--- src/include/io_line_pkg.sv ---
// Purpose: Shared constants for the I/O line control block.
// Assumes: APB with a 12-bit byte address and 32-bit data.
// Notes: Every register takes one aligned word.
package io_line_pkg;

   localparam int          LINES                = 32;
   localparam int          ADDR_W               = 12;

   localparam logic [11:0] LINE_OWNER_EN_OFF    = 12'h000;
   localparam logic [11:0] LINE_OWNER_DIS_OFF   = 12'h004;
   localparam logic [11:0] LINE_OWNER_STAT_OFF  = 12'h008;
   localparam logic [11:0] OUT_EN_SET_OFF       = 12'h010;
   localparam logic [11:0] OUT_EN_CLR_OFF       = 12'h014;
   localparam logic [11:0] OUT_EN_STAT_OFF      = 12'h018;
   localparam logic [11:0] FILT_EN_OFF          = 12'h020;
   localparam logic [11:0] FILT_DIS_OFF         = 12'h024;
   localparam logic [11:0] FILT_STAT_OFF        = 12'h028;
   localparam logic [11:0] DRIVE_SET_OFF        = 12'h030;
   localparam logic [11:0] DRIVE_CLR_OFF        = 12'h034;
   localparam logic [11:0] DRIVE_STAT_OFF       = 12'h038;
   localparam logic [11:0] PAD_STAT_OFF         = 12'h03c;
   localparam logic [11:0] DIRECT_WR_EN_OFF     = 12'h0a0;
   localparam logic [11:0] DIRECT_WR_DIS_OFF    = 12'h0a4;
   localparam logic [11:0] DIRECT_WR_STAT_OFF   = 12'h0a8;
   localparam logic [11:0] WRITE_PROTECT_OFF    = 12'h0e4;

   localparam int          WRITE_PROTECT_BIT    = 0;

   localparam logic [31:0] LINE_OWNER_RST       = 32'hffffffff;
   localparam logic [31:0] OUT_EN_RST           = 32'h00000000;
   localparam logic [31:0] FILT_RST             = 32'h00000000;
   localparam logic [31:0] DRIVE_RST            = 32'h00000000;
   localparam logic [31:0] DIRECT_WR_RST        = 32'h00000000;
   localparam logic [31:0] PAD_RST              = 32'h00000000;
   localparam logic        WRITE_PROTECT_RST    = 1'b0;

endpackage

--- src/core/setclr_bits.sv ---
// Purpose: One 32-bit bank of per-line bits with set, clear and masked load.
// Assumes: Masks are single-cycle strobes from the register decoder.
// Notes: A set wins over a clear, and both win over a load.
`timescale 1ns/1ns
module setclr_bits
#(
   parameter logic [31:0] RESET_VAL = 32'h00000000
)
(
   input  wire logic        sys_clk,
   input  wire logic        rst,
   input  wire logic [31:0] set_mask,
   input  wire logic [31:0] clr_mask,
   input  wire logic [31:0] load_mask,
   input  wire logic [31:0] load_data,
   output logic      [31:0] bits_q
);

   logic [31:0] bits_r;
   logic [31:0] bits_nxt;

   assign bits_nxt = ((((bits_r & ~load_mask) | (load_data & load_mask)) & ~clr_mask) | set_mask);
   assign bits_q   = bits_r;

   always_ff @(posedge sys_clk or posedge rst)
   begin
      if (rst)
         bits_r <= RESET_VAL;
      else
         bits_r <= bits_nxt;
   end

endmodule

--- src/core/glitch_filter.sv ---
// Purpose: Per-line input glitch filter on the 32 pad inputs.
// Assumes: Pad inputs are synchronous to sys_clk.
// Notes: A level passes only after two equal samples in a row.
`timescale 1ns/1ns
module glitch_filter
(
   input  wire logic        sys_clk,
   input  wire logic        rst,
   input  wire logic [31:0] raw_in,
   output logic      [31:0] clean_q
);

   logic [31:0] prev_r;
   logic [31:0] clean_r;
   logic [31:0] clean_nxt;

   assign clean_nxt = (raw_in & prev_r) | (clean_r & (raw_in | prev_r));
   assign clean_q   = clean_r;

   always_ff @(posedge sys_clk or posedge rst)
   begin
      if (rst)
      begin
         prev_r  <= 32'h00000000;
         clean_r <= 32'h00000000;
      end
      else
      begin
         prev_r  <= raw_in;
         clean_r <= clean_nxt;
      end
   end

endmodule

--- src/core/pin_io_line_control.sv ---
// Purpose: Per-line ownership, direction, filter and data control of 32 I/O lines.
// Assumes: APB slave, no wait states (pready high in the first access cycle); pads synchronous to sys_clk.
// Notes: Writes to unmapped offsets answer with pslverr; read-only offsets ignore writes.
`timescale 1ns/1ns
module pin_io_line_control
(
   input  wire logic        sys_clk,
   input  wire logic        rst,
   input  wire logic        psel,
   input  wire logic        penable,
   input  wire logic        pwrite,
   input  wire logic [11:0] paddr,
   input  wire logic [31:0] pwdata,
   output logic      [31:0] prdata,
   output logic             pready,
   output logic             pslverr,
   input  wire logic        pad_sample_enable,
   input  wire logic [31:0] pad_in,
   output logic      [31:0] pad_out,
   output logic      [31:0] pad_oe,
   input  wire logic [31:0] periph_out,
   input  wire logic [31:0] periph_oe,
   output logic      [31:0] periph_in
);

   function automatic logic hit(input logic [11:0] addr, input logic [11:0] off);
      hit = (addr == off);
   endfunction

   function automatic logic [31:0] strobe(input logic fire, input logic [31:0] data);
      strobe = fire ? data : 32'h00000000;
   endfunction

   logic        pready_r;
   logic        pslverr_r;
   logic [31:0] prdata_r;
   logic        wp_r;
   logic [31:0] pad_level_r;
   logic [31:0] pad_out_r;
   logic [31:0] pad_oe_r;
   logic [31:0] periph_in_r;

   logic [31:0] owner_q;
   logic [31:0] oe_q;
   logic [31:0] filt_q;
   logic [31:0] drive_q;
   logic [31:0] dw_q;
   logic [31:0] clean_q;

   wire         setup_ph = psel & ~penable;
   wire         wr_fire  = psel & penable & pready_r & pwrite;

   wire         h_own_en  = hit(paddr, io_line_pkg::LINE_OWNER_EN_OFF);
   wire         h_own_dis = hit(paddr, io_line_pkg::LINE_OWNER_DIS_OFF);
   wire         h_own_st  = hit(paddr, io_line_pkg::LINE_OWNER_STAT_OFF);
   wire         h_oe_set  = hit(paddr, io_line_pkg::OUT_EN_SET_OFF);
   wire         h_oe_clr  = hit(paddr, io_line_pkg::OUT_EN_CLR_OFF);
   wire         h_oe_st   = hit(paddr, io_line_pkg::OUT_EN_STAT_OFF);
   wire         h_f_en    = hit(paddr, io_line_pkg::FILT_EN_OFF);
   wire         h_f_dis   = hit(paddr, io_line_pkg::FILT_DIS_OFF);
   wire         h_f_st    = hit(paddr, io_line_pkg::FILT_STAT_OFF);
   wire         h_d_set   = hit(paddr, io_line_pkg::DRIVE_SET_OFF);
   wire         h_d_clr   = hit(paddr, io_line_pkg::DRIVE_CLR_OFF);
   wire         h_d_st    = hit(paddr, io_line_pkg::DRIVE_STAT_OFF);
   wire         h_pad_st  = hit(paddr, io_line_pkg::PAD_STAT_OFF);
   wire         h_dw_en   = hit(paddr, io_line_pkg::DIRECT_WR_EN_OFF);
   wire         h_dw_dis  = hit(paddr, io_line_pkg::DIRECT_WR_DIS_OFF);
   wire         h_dw_st   = hit(paddr, io_line_pkg::DIRECT_WR_STAT_OFF);
   wire         h_wp      = hit(paddr, io_line_pkg::WRITE_PROTECT_OFF);

   wire         mapped = h_own_en | h_own_dis | h_own_st | h_oe_set | h_oe_clr | h_oe_st | h_f_en | h_f_dis
                       | h_f_st | h_d_set | h_d_clr | h_d_st | h_pad_st | h_dw_en | h_dw_dis | h_dw_st | h_wp;

   wire         h_protected = h_own_en | h_own_dis | h_oe_set | h_oe_clr | h_f_en | h_f_dis;

   wire         cfg_ok = wr_fire & ~wp_r;

   wire [31:0]  own_set = strobe(cfg_ok & h_own_en, pwdata);
   wire [31:0]  own_clr = strobe(cfg_ok & h_own_dis, pwdata);
   wire [31:0]  oe_set = strobe(cfg_ok & h_oe_set, pwdata);
   wire [31:0]  oe_clr = strobe(cfg_ok & h_oe_clr, pwdata);
   wire [31:0]  f_set = strobe(cfg_ok & h_f_en, pwdata);
   wire [31:0]  f_clr = strobe(cfg_ok & h_f_dis, pwdata);
   wire [31:0]  d_set = strobe(wr_fire & h_d_set, pwdata);
   wire [31:0]  d_clr = strobe(wr_fire & h_d_clr, pwdata);
   wire [31:0]  d_load = strobe(wr_fire & h_d_st, dw_q);
   wire [31:0]  dw_set = strobe(wr_fire & h_dw_en, pwdata);
   wire [31:0]  dw_clr = strobe(wr_fire & h_dw_dis, pwdata);
   wire         wp_nxt = (wr_fire & h_wp) ? pwdata[io_line_pkg::WRITE_PROTECT_BIT] : wp_r;

   wire [31:0]  line_value = (filt_q & clean_q) | (~filt_q & pad_in);
   wire [31:0]  pad_level_nxt = pad_sample_enable ? line_value : pad_level_r;

   wire [31:0]  pad_out_nxt = (owner_q & drive_q) | (~owner_q & periph_out);
   wire [31:0]  pad_oe_nxt  = (owner_q & oe_q) | (~owner_q & periph_oe);

   wire [31:0]  rd_val = h_own_st ? owner_q :
                         h_oe_st  ? oe_q :
                         h_f_st   ? filt_q :
                         h_d_st   ? drive_q :
                         h_pad_st ? pad_level_r :
                         h_dw_st  ? dw_q :
                         h_wp     ? {31'h0, wp_r} :
                         32'h00000000;

   setclr_bits #(.RESET_VAL(io_line_pkg::LINE_OWNER_RST)) u_owner
   (
      .sys_clk   (sys_clk),
      .rst       (rst),
      .set_mask  (own_set),
      .clr_mask  (own_clr),
      .load_mask (32'h00000000),
      .load_data (32'h00000000),
      .bits_q    (owner_q)
   );

   setclr_bits #(.RESET_VAL(io_line_pkg::OUT_EN_RST)) u_oe
   (
      .sys_clk   (sys_clk),
      .rst       (rst),
      .set_mask  (oe_set),
      .clr_mask  (oe_clr),
      .load_mask (32'h00000000),
      .load_data (32'h00000000),
      .bits_q    (oe_q)
   );

   setclr_bits #(.RESET_VAL(io_line_pkg::FILT_RST)) u_filt
   (
      .sys_clk   (sys_clk),
      .rst       (rst),
      .set_mask  (f_set),
      .clr_mask  (f_clr),
      .load_mask (32'h00000000),
      .load_data (32'h00000000),
      .bits_q    (filt_q)
   );

   setclr_bits #(.RESET_VAL(io_line_pkg::DRIVE_RST)) u_drive
   (
      .sys_clk   (sys_clk),
      .rst       (rst),
      .set_mask  (d_set),
      .clr_mask  (d_clr),
      .load_mask (d_load),
      .load_data (pwdata),
      .bits_q    (drive_q)
   );

   setclr_bits #(.RESET_VAL(io_line_pkg::DIRECT_WR_RST)) u_direct
   (
      .sys_clk   (sys_clk),
      .rst       (rst),
      .set_mask  (dw_set),
      .clr_mask  (dw_clr),
      .load_mask (32'h00000000),
      .load_data (32'h00000000),
      .bits_q    (dw_q)
   );

   glitch_filter u_filter
   (
      .sys_clk (sys_clk),
      .rst     (rst),
      .raw_in  (pad_in),
      .clean_q (clean_q)
   );

   always_ff @(posedge sys_clk or posedge rst)
   begin
      if (rst)
      begin
         pready_r  <= 1'b0;
         pslverr_r <= 1'b0;
         prdata_r  <= 32'h00000000;
      end
      else
      begin
         pready_r  <= setup_ph;
         pslverr_r <= setup_ph & ~mapped;
         prdata_r  <= setup_ph ? rd_val : prdata_r;
      end
   end

   always_ff @(posedge sys_clk or posedge rst)
   begin
      if (rst)
      begin
         wp_r        <= io_line_pkg::WRITE_PROTECT_RST;
         pad_level_r <= io_line_pkg::PAD_RST;
         pad_out_r   <= 32'h00000000;
         pad_oe_r    <= 32'h00000000;
         periph_in_r <= 32'h00000000;
      end
      else
      begin
         wp_r        <= wp_nxt;
         pad_level_r <= pad_level_nxt;
         pad_out_r   <= pad_out_nxt;
         pad_oe_r    <= pad_oe_nxt;
         periph_in_r <= line_value;
      end
   end

   assign prdata    = prdata_r;
   assign pready    = pready_r;
   assign pslverr   = pslverr_r;
   assign pad_out   = pad_out_r;
   assign pad_oe    = pad_oe_r;
   assign periph_in = periph_in_r;

   property p_owner_set;
      @(posedge sys_clk) disable iff (rst)
      (wr_fire && h_own_en && !wp_r) |=> ((owner_q & $past(pwdata)) == $past(pwdata));
   endproperty
   a_owner_set: assert property (p_owner_set) else $error("Ownership enable did not set lines.");

   property p_owner_keep;
      @(posedge sys_clk) disable iff (rst)
      (wr_fire && h_own_en && !wp_r) |=> ((owner_q & ~$past(pwdata)) == ($past(owner_q) & ~$past(pwdata)));
   endproperty
   a_owner_keep: assert property (p_owner_keep) else $error("Ownership enable changed zero bits.");

   property p_owner_clr;
      @(posedge sys_clk) disable iff (rst)
      (wr_fire && h_own_dis && !wp_r) |=> ((owner_q & $past(pwdata)) == 32'h00000000);
   endproperty
   a_owner_clr: assert property (p_owner_clr) else $error("Ownership disable did not clear lines.");

   property p_protect;
      @(posedge sys_clk) disable iff (rst)
      (wr_fire && wp_r && h_protected) |=> ($stable(owner_q) && $stable(oe_q) && $stable(filt_q));
   endproperty
   a_protect: assert property (p_protect) else $error("Protected write changed a setting.");

   property p_oe_on_off;
      @(posedge sys_clk) disable iff (rst)
      (wr_fire && !wp_r && (h_oe_set || h_oe_clr)) |=>
         ((oe_q & $past(pwdata)) == ($past(h_oe_set) ? $past(pwdata) : 32'h00000000));
   endproperty
   a_oe_on_off: assert property (p_oe_on_off) else $error("Output enable set or clear failed.");

   property p_filt_on_off;
      @(posedge sys_clk) disable iff (rst)
      (wr_fire && !wp_r && (h_f_en || h_f_dis)) |=>
         ((filt_q & $past(pwdata)) == ($past(h_f_en) ? $past(pwdata) : 32'h00000000));
   endproperty
   a_filt_on_off: assert property (p_filt_on_off) else $error("Filter enable or disable failed.");

   property p_drive_set_clr;
      @(posedge sys_clk) disable iff (rst)
      (wr_fire && (h_d_set || h_d_clr)) |=>
         ((drive_q & $past(pwdata)) == ($past(h_d_set) ? $past(pwdata) : 32'h00000000));
   endproperty
   a_drive_set_clr: assert property (p_drive_set_clr) else $error("Drive level set or clear failed.");

   property p_direct_write;
      @(posedge sys_clk) disable iff (rst)
      (wr_fire && h_d_st) |=>
         (drive_q == (($past(pwdata) & $past(dw_q)) | ($past(drive_q) & ~$past(dw_q))));
   endproperty
   a_direct_write: assert property (p_direct_write) else $error("Direct drive write not masked.");

   property p_read_owner;
      @(posedge sys_clk) disable iff (rst)
      (setup_ph && !pwrite && h_own_st) |=> (pready_r && !pslverr_r && prdata_r == $past(owner_q));
   endproperty
   a_read_owner: assert property (p_read_owner) else $error("Ownership status read wrong.");

   property p_pad_hold;
      @(posedge sys_clk) disable iff (rst)
      (!pad_sample_enable) [*2] |=> $stable(pad_level_r);
   endproperty
   a_pad_hold: assert property (p_pad_hold) else $error("Pad levels moved with clock off.");

   property p_pad_follow;
      @(posedge sys_clk) disable iff (rst)
      (!rst && pad_sample_enable && $stable(pad_in) && (filt_q == 32'h00000000)) |=> (pad_level_r == $past(pad_in));
   endproperty
   a_pad_follow: assert property (p_pad_follow) else $error("Pad status missed line level.");

   property p_pad_drive;
      @(posedge sys_clk) disable iff (rst)
      1'b1 |=> (pad_oe == (($past(owner_q) & $past(oe_q)) | (~$past(owner_q) & $past(periph_oe))));
   endproperty
   a_pad_drive: assert property (p_pad_drive) else $error("Pad driver enable mux wrong.");

   property p_pad_level_out;
      @(posedge sys_clk) disable iff (rst)
      !rst |=> (pad_out == (($past(owner_q) & $past(drive_q)) | (~$past(owner_q) & $past(periph_out))));
   endproperty
   a_pad_level_out: assert property (p_pad_level_out) else $error("Pad drive level mux wrong.");

   property p_read_filter;
      @(posedge sys_clk) disable iff (rst)
      (setup_ph && !pwrite && h_f_st) |=> (pready_r && prdata_r == $past(filt_q));
   endproperty
   a_read_filter: assert property (p_read_filter) else $error("Filter status read wrong.");

   c_owner_write: cover property (@(posedge sys_clk) disable iff (rst) wr_fire && h_own_en && !wp_r);
   c_protected_write: cover property (@(posedge sys_clk) disable iff (rst) wr_fire && wp_r && h_protected);
   c_direct_write: cover property (@(posedge sys_clk) disable iff (rst) wr_fire && h_d_st && (dw_q != 32'h00000000));
   c_unmapped: cover property (@(posedge sys_clk) disable iff (rst) pready_r && pslverr_r);

endmodule

--- config.mk ---
export PLATFORM = sky130hd
export DESIGN_NAME = pin_io_line_control
export DESIGN_NICKNAME = d
export VERILOG_FILES = /design/src/include/io_line_pkg.sv /design/src/core/setclr_bits.sv /design/src/core/glitch_filter.sv /design/src/core/pin_io_line_control.sv
export SDC_FILE = /design/constraint.sdc
export NUM_CORES = 1
export LEC_CHECK = 0
export ABC_AREA = 1
export BUFFER_PORTS_ARGS = -buffer_cell sky130_fd_sc_hd__buf_2
export CORE_ASPECT_RATIO = 0.9
export CORE_MARGIN = 5
export CORE_UTILIZATION = 50
export DETAILED_ROUTE_END_ITERATION = 8
export GPL_ROUTABILITY_DRIVEN = 0
export PLACE_DENSITY = 0.78
export RECOVER_POWER = 50
export SYNTH_ARGS = -nofsm -noshare
export SYNTH_HDL_FRONTEND = slang
export SYNTH_HIERARCHICAL = 1
export SYNTH_SLANG_ARGS = --single-unit
export TNS_END_PERCENT = 100
--- constraint.sdc ---
create_clock -name sys_clk -period 8.63 [get_ports sys_clk]
set_clock_uncertainty 0.2 [all_clocks]
set_input_delay 0.4315 -clock sys_clk [delete_from_list [all_inputs] [get_ports sys_clk]]
set_output_delay 0.4315 -clock sys_clk [all_outputs]
set_load 0.01 [all_outputs]
**Word level (Yosys, flattened, before mapping)**

Index checks and enable logic that the tools add are counted.

- Eq/ne operators: 16
- Mux-type cells: 18
- Bitwise gates (word level): 71
- Reduce and logical (&&, ||, !) cells: 1

Operators with widths:

| operator | number |
|---|---|
| $mux W32 | 17 |
| $and A32 B32 Y32 | 15 |
| $or A32 B32 Y32 | 11 |
| $not A32 Y32 | 8 |
| $eq A12 B6 Y1 const B | 7 |
| $eq A12 B8 Y1 const B | 4 |
| $eq A12 B5 Y1 const B | 3 |
| $and A1 B1 Y1 | 18 |
| $or A1 B1 Y1 | 16 |
| $eq A12 B3 Y1 const B | 1 |
| $eq A12 B4 Y1 const B | 1 |
| $logic_not A12 Y1 | 1 |
| $not A1 Y1 | 3 |
| $mux W1 | 1 |

- Flip-flop bits (word level): 387
- Input port bits: 146
- Output and inout bits: 130
- Logic and storage cells: 121

**Logic depth before layout (Yosys ltp)**

- Depth in word-level cells: 19
- Mapped depth: 13
- Depth with buffers taken out: 12

**Cells and area by module**

The synthesis kept the hierarchy.

By module, submodules not included:

| module | instances | cells each | area each (um2) | sequential area each (um2) |
|---|---|---|---|---|
| pin_io_line_control | 1 | 1363 | 9711.8 | 4078.9 |
| setclr_bits (u_direct ...) | 4 | 321 | 1925.6 | 800.8 |
| glitch_filter | 1 | 193 | 2125.8 | 1601.5 |
| setclr_bits (u_owner) | 1 | 321 | 1965.6 | 840.8 |

**Worst setup path after synthesis**

No wires, ideal clock.

- Kind: input to register
- Start point: input paddr[10]
- End point: register u_direct.bits_r[16] (netlist: u_direct/bits_q[16])
- Setup time: 117 ps
- Arrival time: 1652 ps
- Required time: 8313 ps
- Slack: 6660 ps
- Cell stages on the path: 12
- Buffers on the path: 2
- Path through: inv_1 -> nand2_1 -> nor2_4 -> buf_4 -> nand2_1 -> nor4_2 -> nand2_2 -> buf_6 -> nor2_1 -> inv_1 -> nand3_1 -> nand2_1

- Cells in the longest elaborated chain, start to end: 6
- Elaborated cells on any way between the ends: 9
- Those cells by class: eq/ne: 2; mux: 2; bitwise: 5

RTL lines:

| item | RTL line | source |
|---|---|---|
| start, declared | pin_io_line_control.sv:12 | `input wire logic [11:0] paddr,` |
| $eq A12 B8 Y1 | pin_io_line_control.sv:27 | `hit = (addr == off);` |
| $and A1 B1 Y1 | pin_io_line_control.sv:88 | `wire [31:0] dw_clr = strobe(wr_fire & h_dw_dis, pwdata);` |
| $mux W32 | pin_io_line_control.sv:31 | `strobe = fire ? data : 32'h00000000;` |
| named net dw_clr[16] | pin_io_line_control.sv:88 |  |
| $not A32 Y32 | setclr_bits.sv:22 | `assign bits_nxt = ((((bits_r & ~load_mask) \| (load_data & load_mask)) & ~clr_mask) \| set_mask);` |
| $and A32 B32 Y32 | setclr_bits.sv:22 |  |
| $or A32 B32 Y32 | setclr_bits.sv:22 |  |
| named net u_direct.bits_nxt[16] | setclr_bits.sv:20 | `logic [31:0] bits_nxt;` |
| end signal, assigned | setclr_bits.sv:30 | `bits_r <= bits_nxt;` |
| end, declared | setclr_bits.sv:19 | `logic [31:0] bits_r;` |

The timed path passes the listed nets, and every way through them passes these cells.
A chain may end at the register's enable or synchronous reset.

==> flow_summary_export.csv <==
group,metric,value,unit
critical_path,cp_slowest_stage_delay,2.89,ns
clocking,ctsHtreeMaxLevel,2,
drt,dr.pass1.iters,6,
clocking,ctsRootBufferMaster,"clkbuf_16",
placement,dp_hpwl,40.3,mm
worst_hold_path,worst_hold_path.num_cells,5,
worst_hold_path,holdCritPathClass,"in2reg",
floorplan,dieWidth,229,um
synthesis,yosysUniqueCellTypes,27,
synthesis,synth_flop_cell,"dfrtp_1",
synthesis,synthesis.instances,3161,
global_route,groute.usage.overall,26.9,%
clocking,clock_path_buffers,3,
synthesis,synth-edff-count,0,
placement,place_inst,4325,
timing,slew_viol_final,249,
critical_path,crit_required,8.15,ns
timing,post-route-period-util,55.4,%
power_and_ir_drop,power_density,165,nW/um^2
timing,setup_violations,0,
drt,drt-initial-drc-count,1571,
synthesis,avgSynthCellArea,6.80,um^2
critical_path,crit_path_end_kind,"async pin",
synthesis,synth.ff_latch_count,387,
run,cap_violations,6,
timing,worst_pin_slew,5.25,ns
global_route,grt_max_degree,111,
critical_path,crit_arrival,4.30,ns
timing,slew_headroom,-250,%
floorplan,die_h,207,um
clocking,path_clk_slew,0.06,ns
drt,remaining_drc_errors,0,
floorplan,row_count,72,
finish,finalNonFillerCells,4525,
finish,fill_cells,3715,
floorplan,io_pins,276,
timing,max_freq,0.209,GHz
critical_path,rr_startpoint,"pready$_DFF_PP0_",
clocking,insertion_delay,0.57,ns
critical_path,r2r.worst_path.cells,8,
outcome,status,"complete, but fails checks",
timing,fin_tns_setup,0,ns
critical_path,cp_cell_sequence,"dlygate4sd3_1, clkbuf_1, clkinvlp_2",
critical_path,rrSetupSlack,5.96,ns
drt,viasPerCell,4.41,
power_and_ir_drop,internal_power,3.34,mW
power_and_ir_drop,peakVddDrop,0.000155,V
critical_path,crit_family,"buffers and inverters",
drt,ant_nets,0,
floorplan,die_area,47300,um^2
timing,rsz0062_at_grt,"false",
finish,final_util,64.0,%
power_and_ir_drop,p_sw_share,26.0,%
power_and_ir_drop,p_clk_share,42.5,%
timing,holdWs,0.0315,ns
power_and_ir_drop,switchingPower,1.18,mW
drt,vias,19900,
critical_path,worstSetupPathType,"in2async",
power_and_ir_drop,pwr-share-seq,45.6,%
synthesis,synth_area_leader_cell,"dfrtp_1",
synthesis,synth.most_common_cell,"inv_1",
finish,layout-drive-gt1-share,10.6,%
synthesis,synthTopCellsByArea,"dfrtp_1 41%, inv_1 17%, nand2_1 13%",
global_route,grt_pass1_wl,100,mm
worst_hold_path,worstHoldEndpoint,"u_drive/bits_q[6]$_DFF_PP0_",
timing,hold_viol_final,0,
floorplan,core_area,42800,um^2
global_route,grt_overflow,0,
timing,min_period,4.78,ns
clocking,cts_tree,"yes",
global_route,antenna_found_initial,3,
drt,wire_per_inst,14.0,um
critical_path,cpMaxStageDelayCell,"clkinvlp_2",
floorplan,initial_utilization,50.3,%
drt,routed_wl,63.4,mm
critical_path,r2r_end,"u_filt/bits_q[14]$_DFF_PP0_",
finish,area_delta_synth_final,27.4,%
critical_path,crit_buf_inv,3,
power_and_ir_drop,p_comb_share,11.9,%
global_route,grt_pass1_vias,18900,
finish,fin_nets,4084,
placement,io_buffers,275,
synthesis,netlist_area,21500,um^2
synthesis,yosysTopAreaCellShare,41.3,%
worst_hold_path,hold_start,"pwdata[6]",
power_and_ir_drop,p_leak,14.2,nW
clocking,cts_made_buffers,43,
synthesis,ys_top_cells_by_count,"948 x inv_1, 757 x nand2_1, 486 x nor2_1, 355 x dfrtp_1, 207 x nand3_1",
critical_path,start_kind,"input pin",
critical_path,crit_fanout,110,
outcome,violations,"max-capacitance violations, max-slew violations",
clocking,cts_sinks,387,
synthesis,yosysSeqAreaShare,45.2,%
synthesis,yosysWarnings,6,
synthesis,async_reset_ff_share,100,%
clocking,cts_resized,0,
[per-layer routing]
layer | GRT usage [%] | vias to the layer above | share of wire (%) | wire length, um
li1 | - | 10200 | - | -
met1 | 37.2 | 8936 | 44 | 28000
met2 | 44.2 | 688 | 46 | 28900
met3 | 4.40 | 115 | 7.7 | 4890
met4 | 8.01 | 6 | 2.5 | 1560
met5 | 0 | - | 0.065 | 41
[worst max-delay path by stage]
stage,slack (ns),from,end,depth (start not counted)
2_1_floorplan,3.59,rst,pad_level_r[0]$_DFFE_PP0P_,1
3_3_place_gp,5.03,paddr[10],u_drive/bits_q[12]$_DFF_PP0_,11
3_5_place_dp,4.95,paddr[8],u_drive/bits_q[2]$_DFF_PP0_,11
4_1_cts,5.52,paddr[8],u_oe/bits_q[20]$_DFF_PP0_,13
5_1_grt,2.91,rst,periph_in[29]$_DFF_PP0_,3
6_report,3.85,rst,prdata[11]$_DFFE_PP0P_,3
[worst reg2reg max path: stages (launching register included)]
cell and delay (ns):
dfrtp_1 0.33, nand4_1 0.17, nor2_1 0.49, nand3_2 0.55, buf_4 0.46, nor2_1 0.16
inv_1 0.05, nand3_1 0.09, nand2_1 0.05
[layout by cell type (no fill, tap or decap), types with 45 or more instances in the layout]
cell type      instances
a21oi_1               64
clkbuf_1              67
buf_2                224
conb_1               384
nor2_1               485
nand2_1              753
inv_1                944
o21ai_0               62
dlygate4sd3_1        123
mux2_2                67
nand3_1              205
dfrtp_1              355
clkbuf_16             45
[through the flow]
step	total power, mW	instance area [um^2]	setup slack (ns)
floorplan	2.38	22900	3.59
global placement	2.57	24800	5.03
detailed placement	2.58	24800	4.95
CTS	4.55	27500	5.52
global route	4.71	27400	2.91
finish	4.52	27400	3.85
[power groups by stage]
stage / logic (mW) / registers (mW) / clock network [mW]
4_1_cts: 0.536 / 2.06 / 1.95
3_3_place_gp: 0.478 / 2.09 / 0
5_1_grt: 0.613 / 2.08 / 2.02
6_report: 0.538 / 2.06 / 1.92
3_5_place_dp: 0.487 / 2.09 / 0
2_1_floorplan: 0.292 / 2.09 / 0
[timing repair]
| item | CTS | global route |
|---|---|---|
| hold endpoints to repair | 301 | 0 |
| hold buffers | 123 | 0 |
| setup buffers | 0 | 0 |
[area by class of cell]
| type | count | area [um^2] | share of cell area [%] |
|---|---|---|---|
| sequential | 387 | 9720 | 35.5 |
| inverter | 990 | 3720 | 13.6 |
| clock inverter | 11 | 189 | 0.690 |
| tap | 555 | 694 | 2.53 |
| multi-input combinational | 2105 | 9170 | 33.5 |
| timing repair buffer | 411 | 2630 | 9.60 |
| antenna | 1 | 2.50 | 0.00913 |
| clock buffer | 65 | 1270 | 4.64 |
[logic make-up after synthesis]
kind of cell / after synthesis / share of synthesized area (%)
AOI/OAI and AO/OA: 127 / 2.97
buffers and inverters: 1052 / 19.0
DFF: 387 / 45.2
muxes: 75 / 3.93
other: 1 / 0.0174
and+or+nand+nor: 1519 / 28.9
Power figures use the tool's default switching activity.
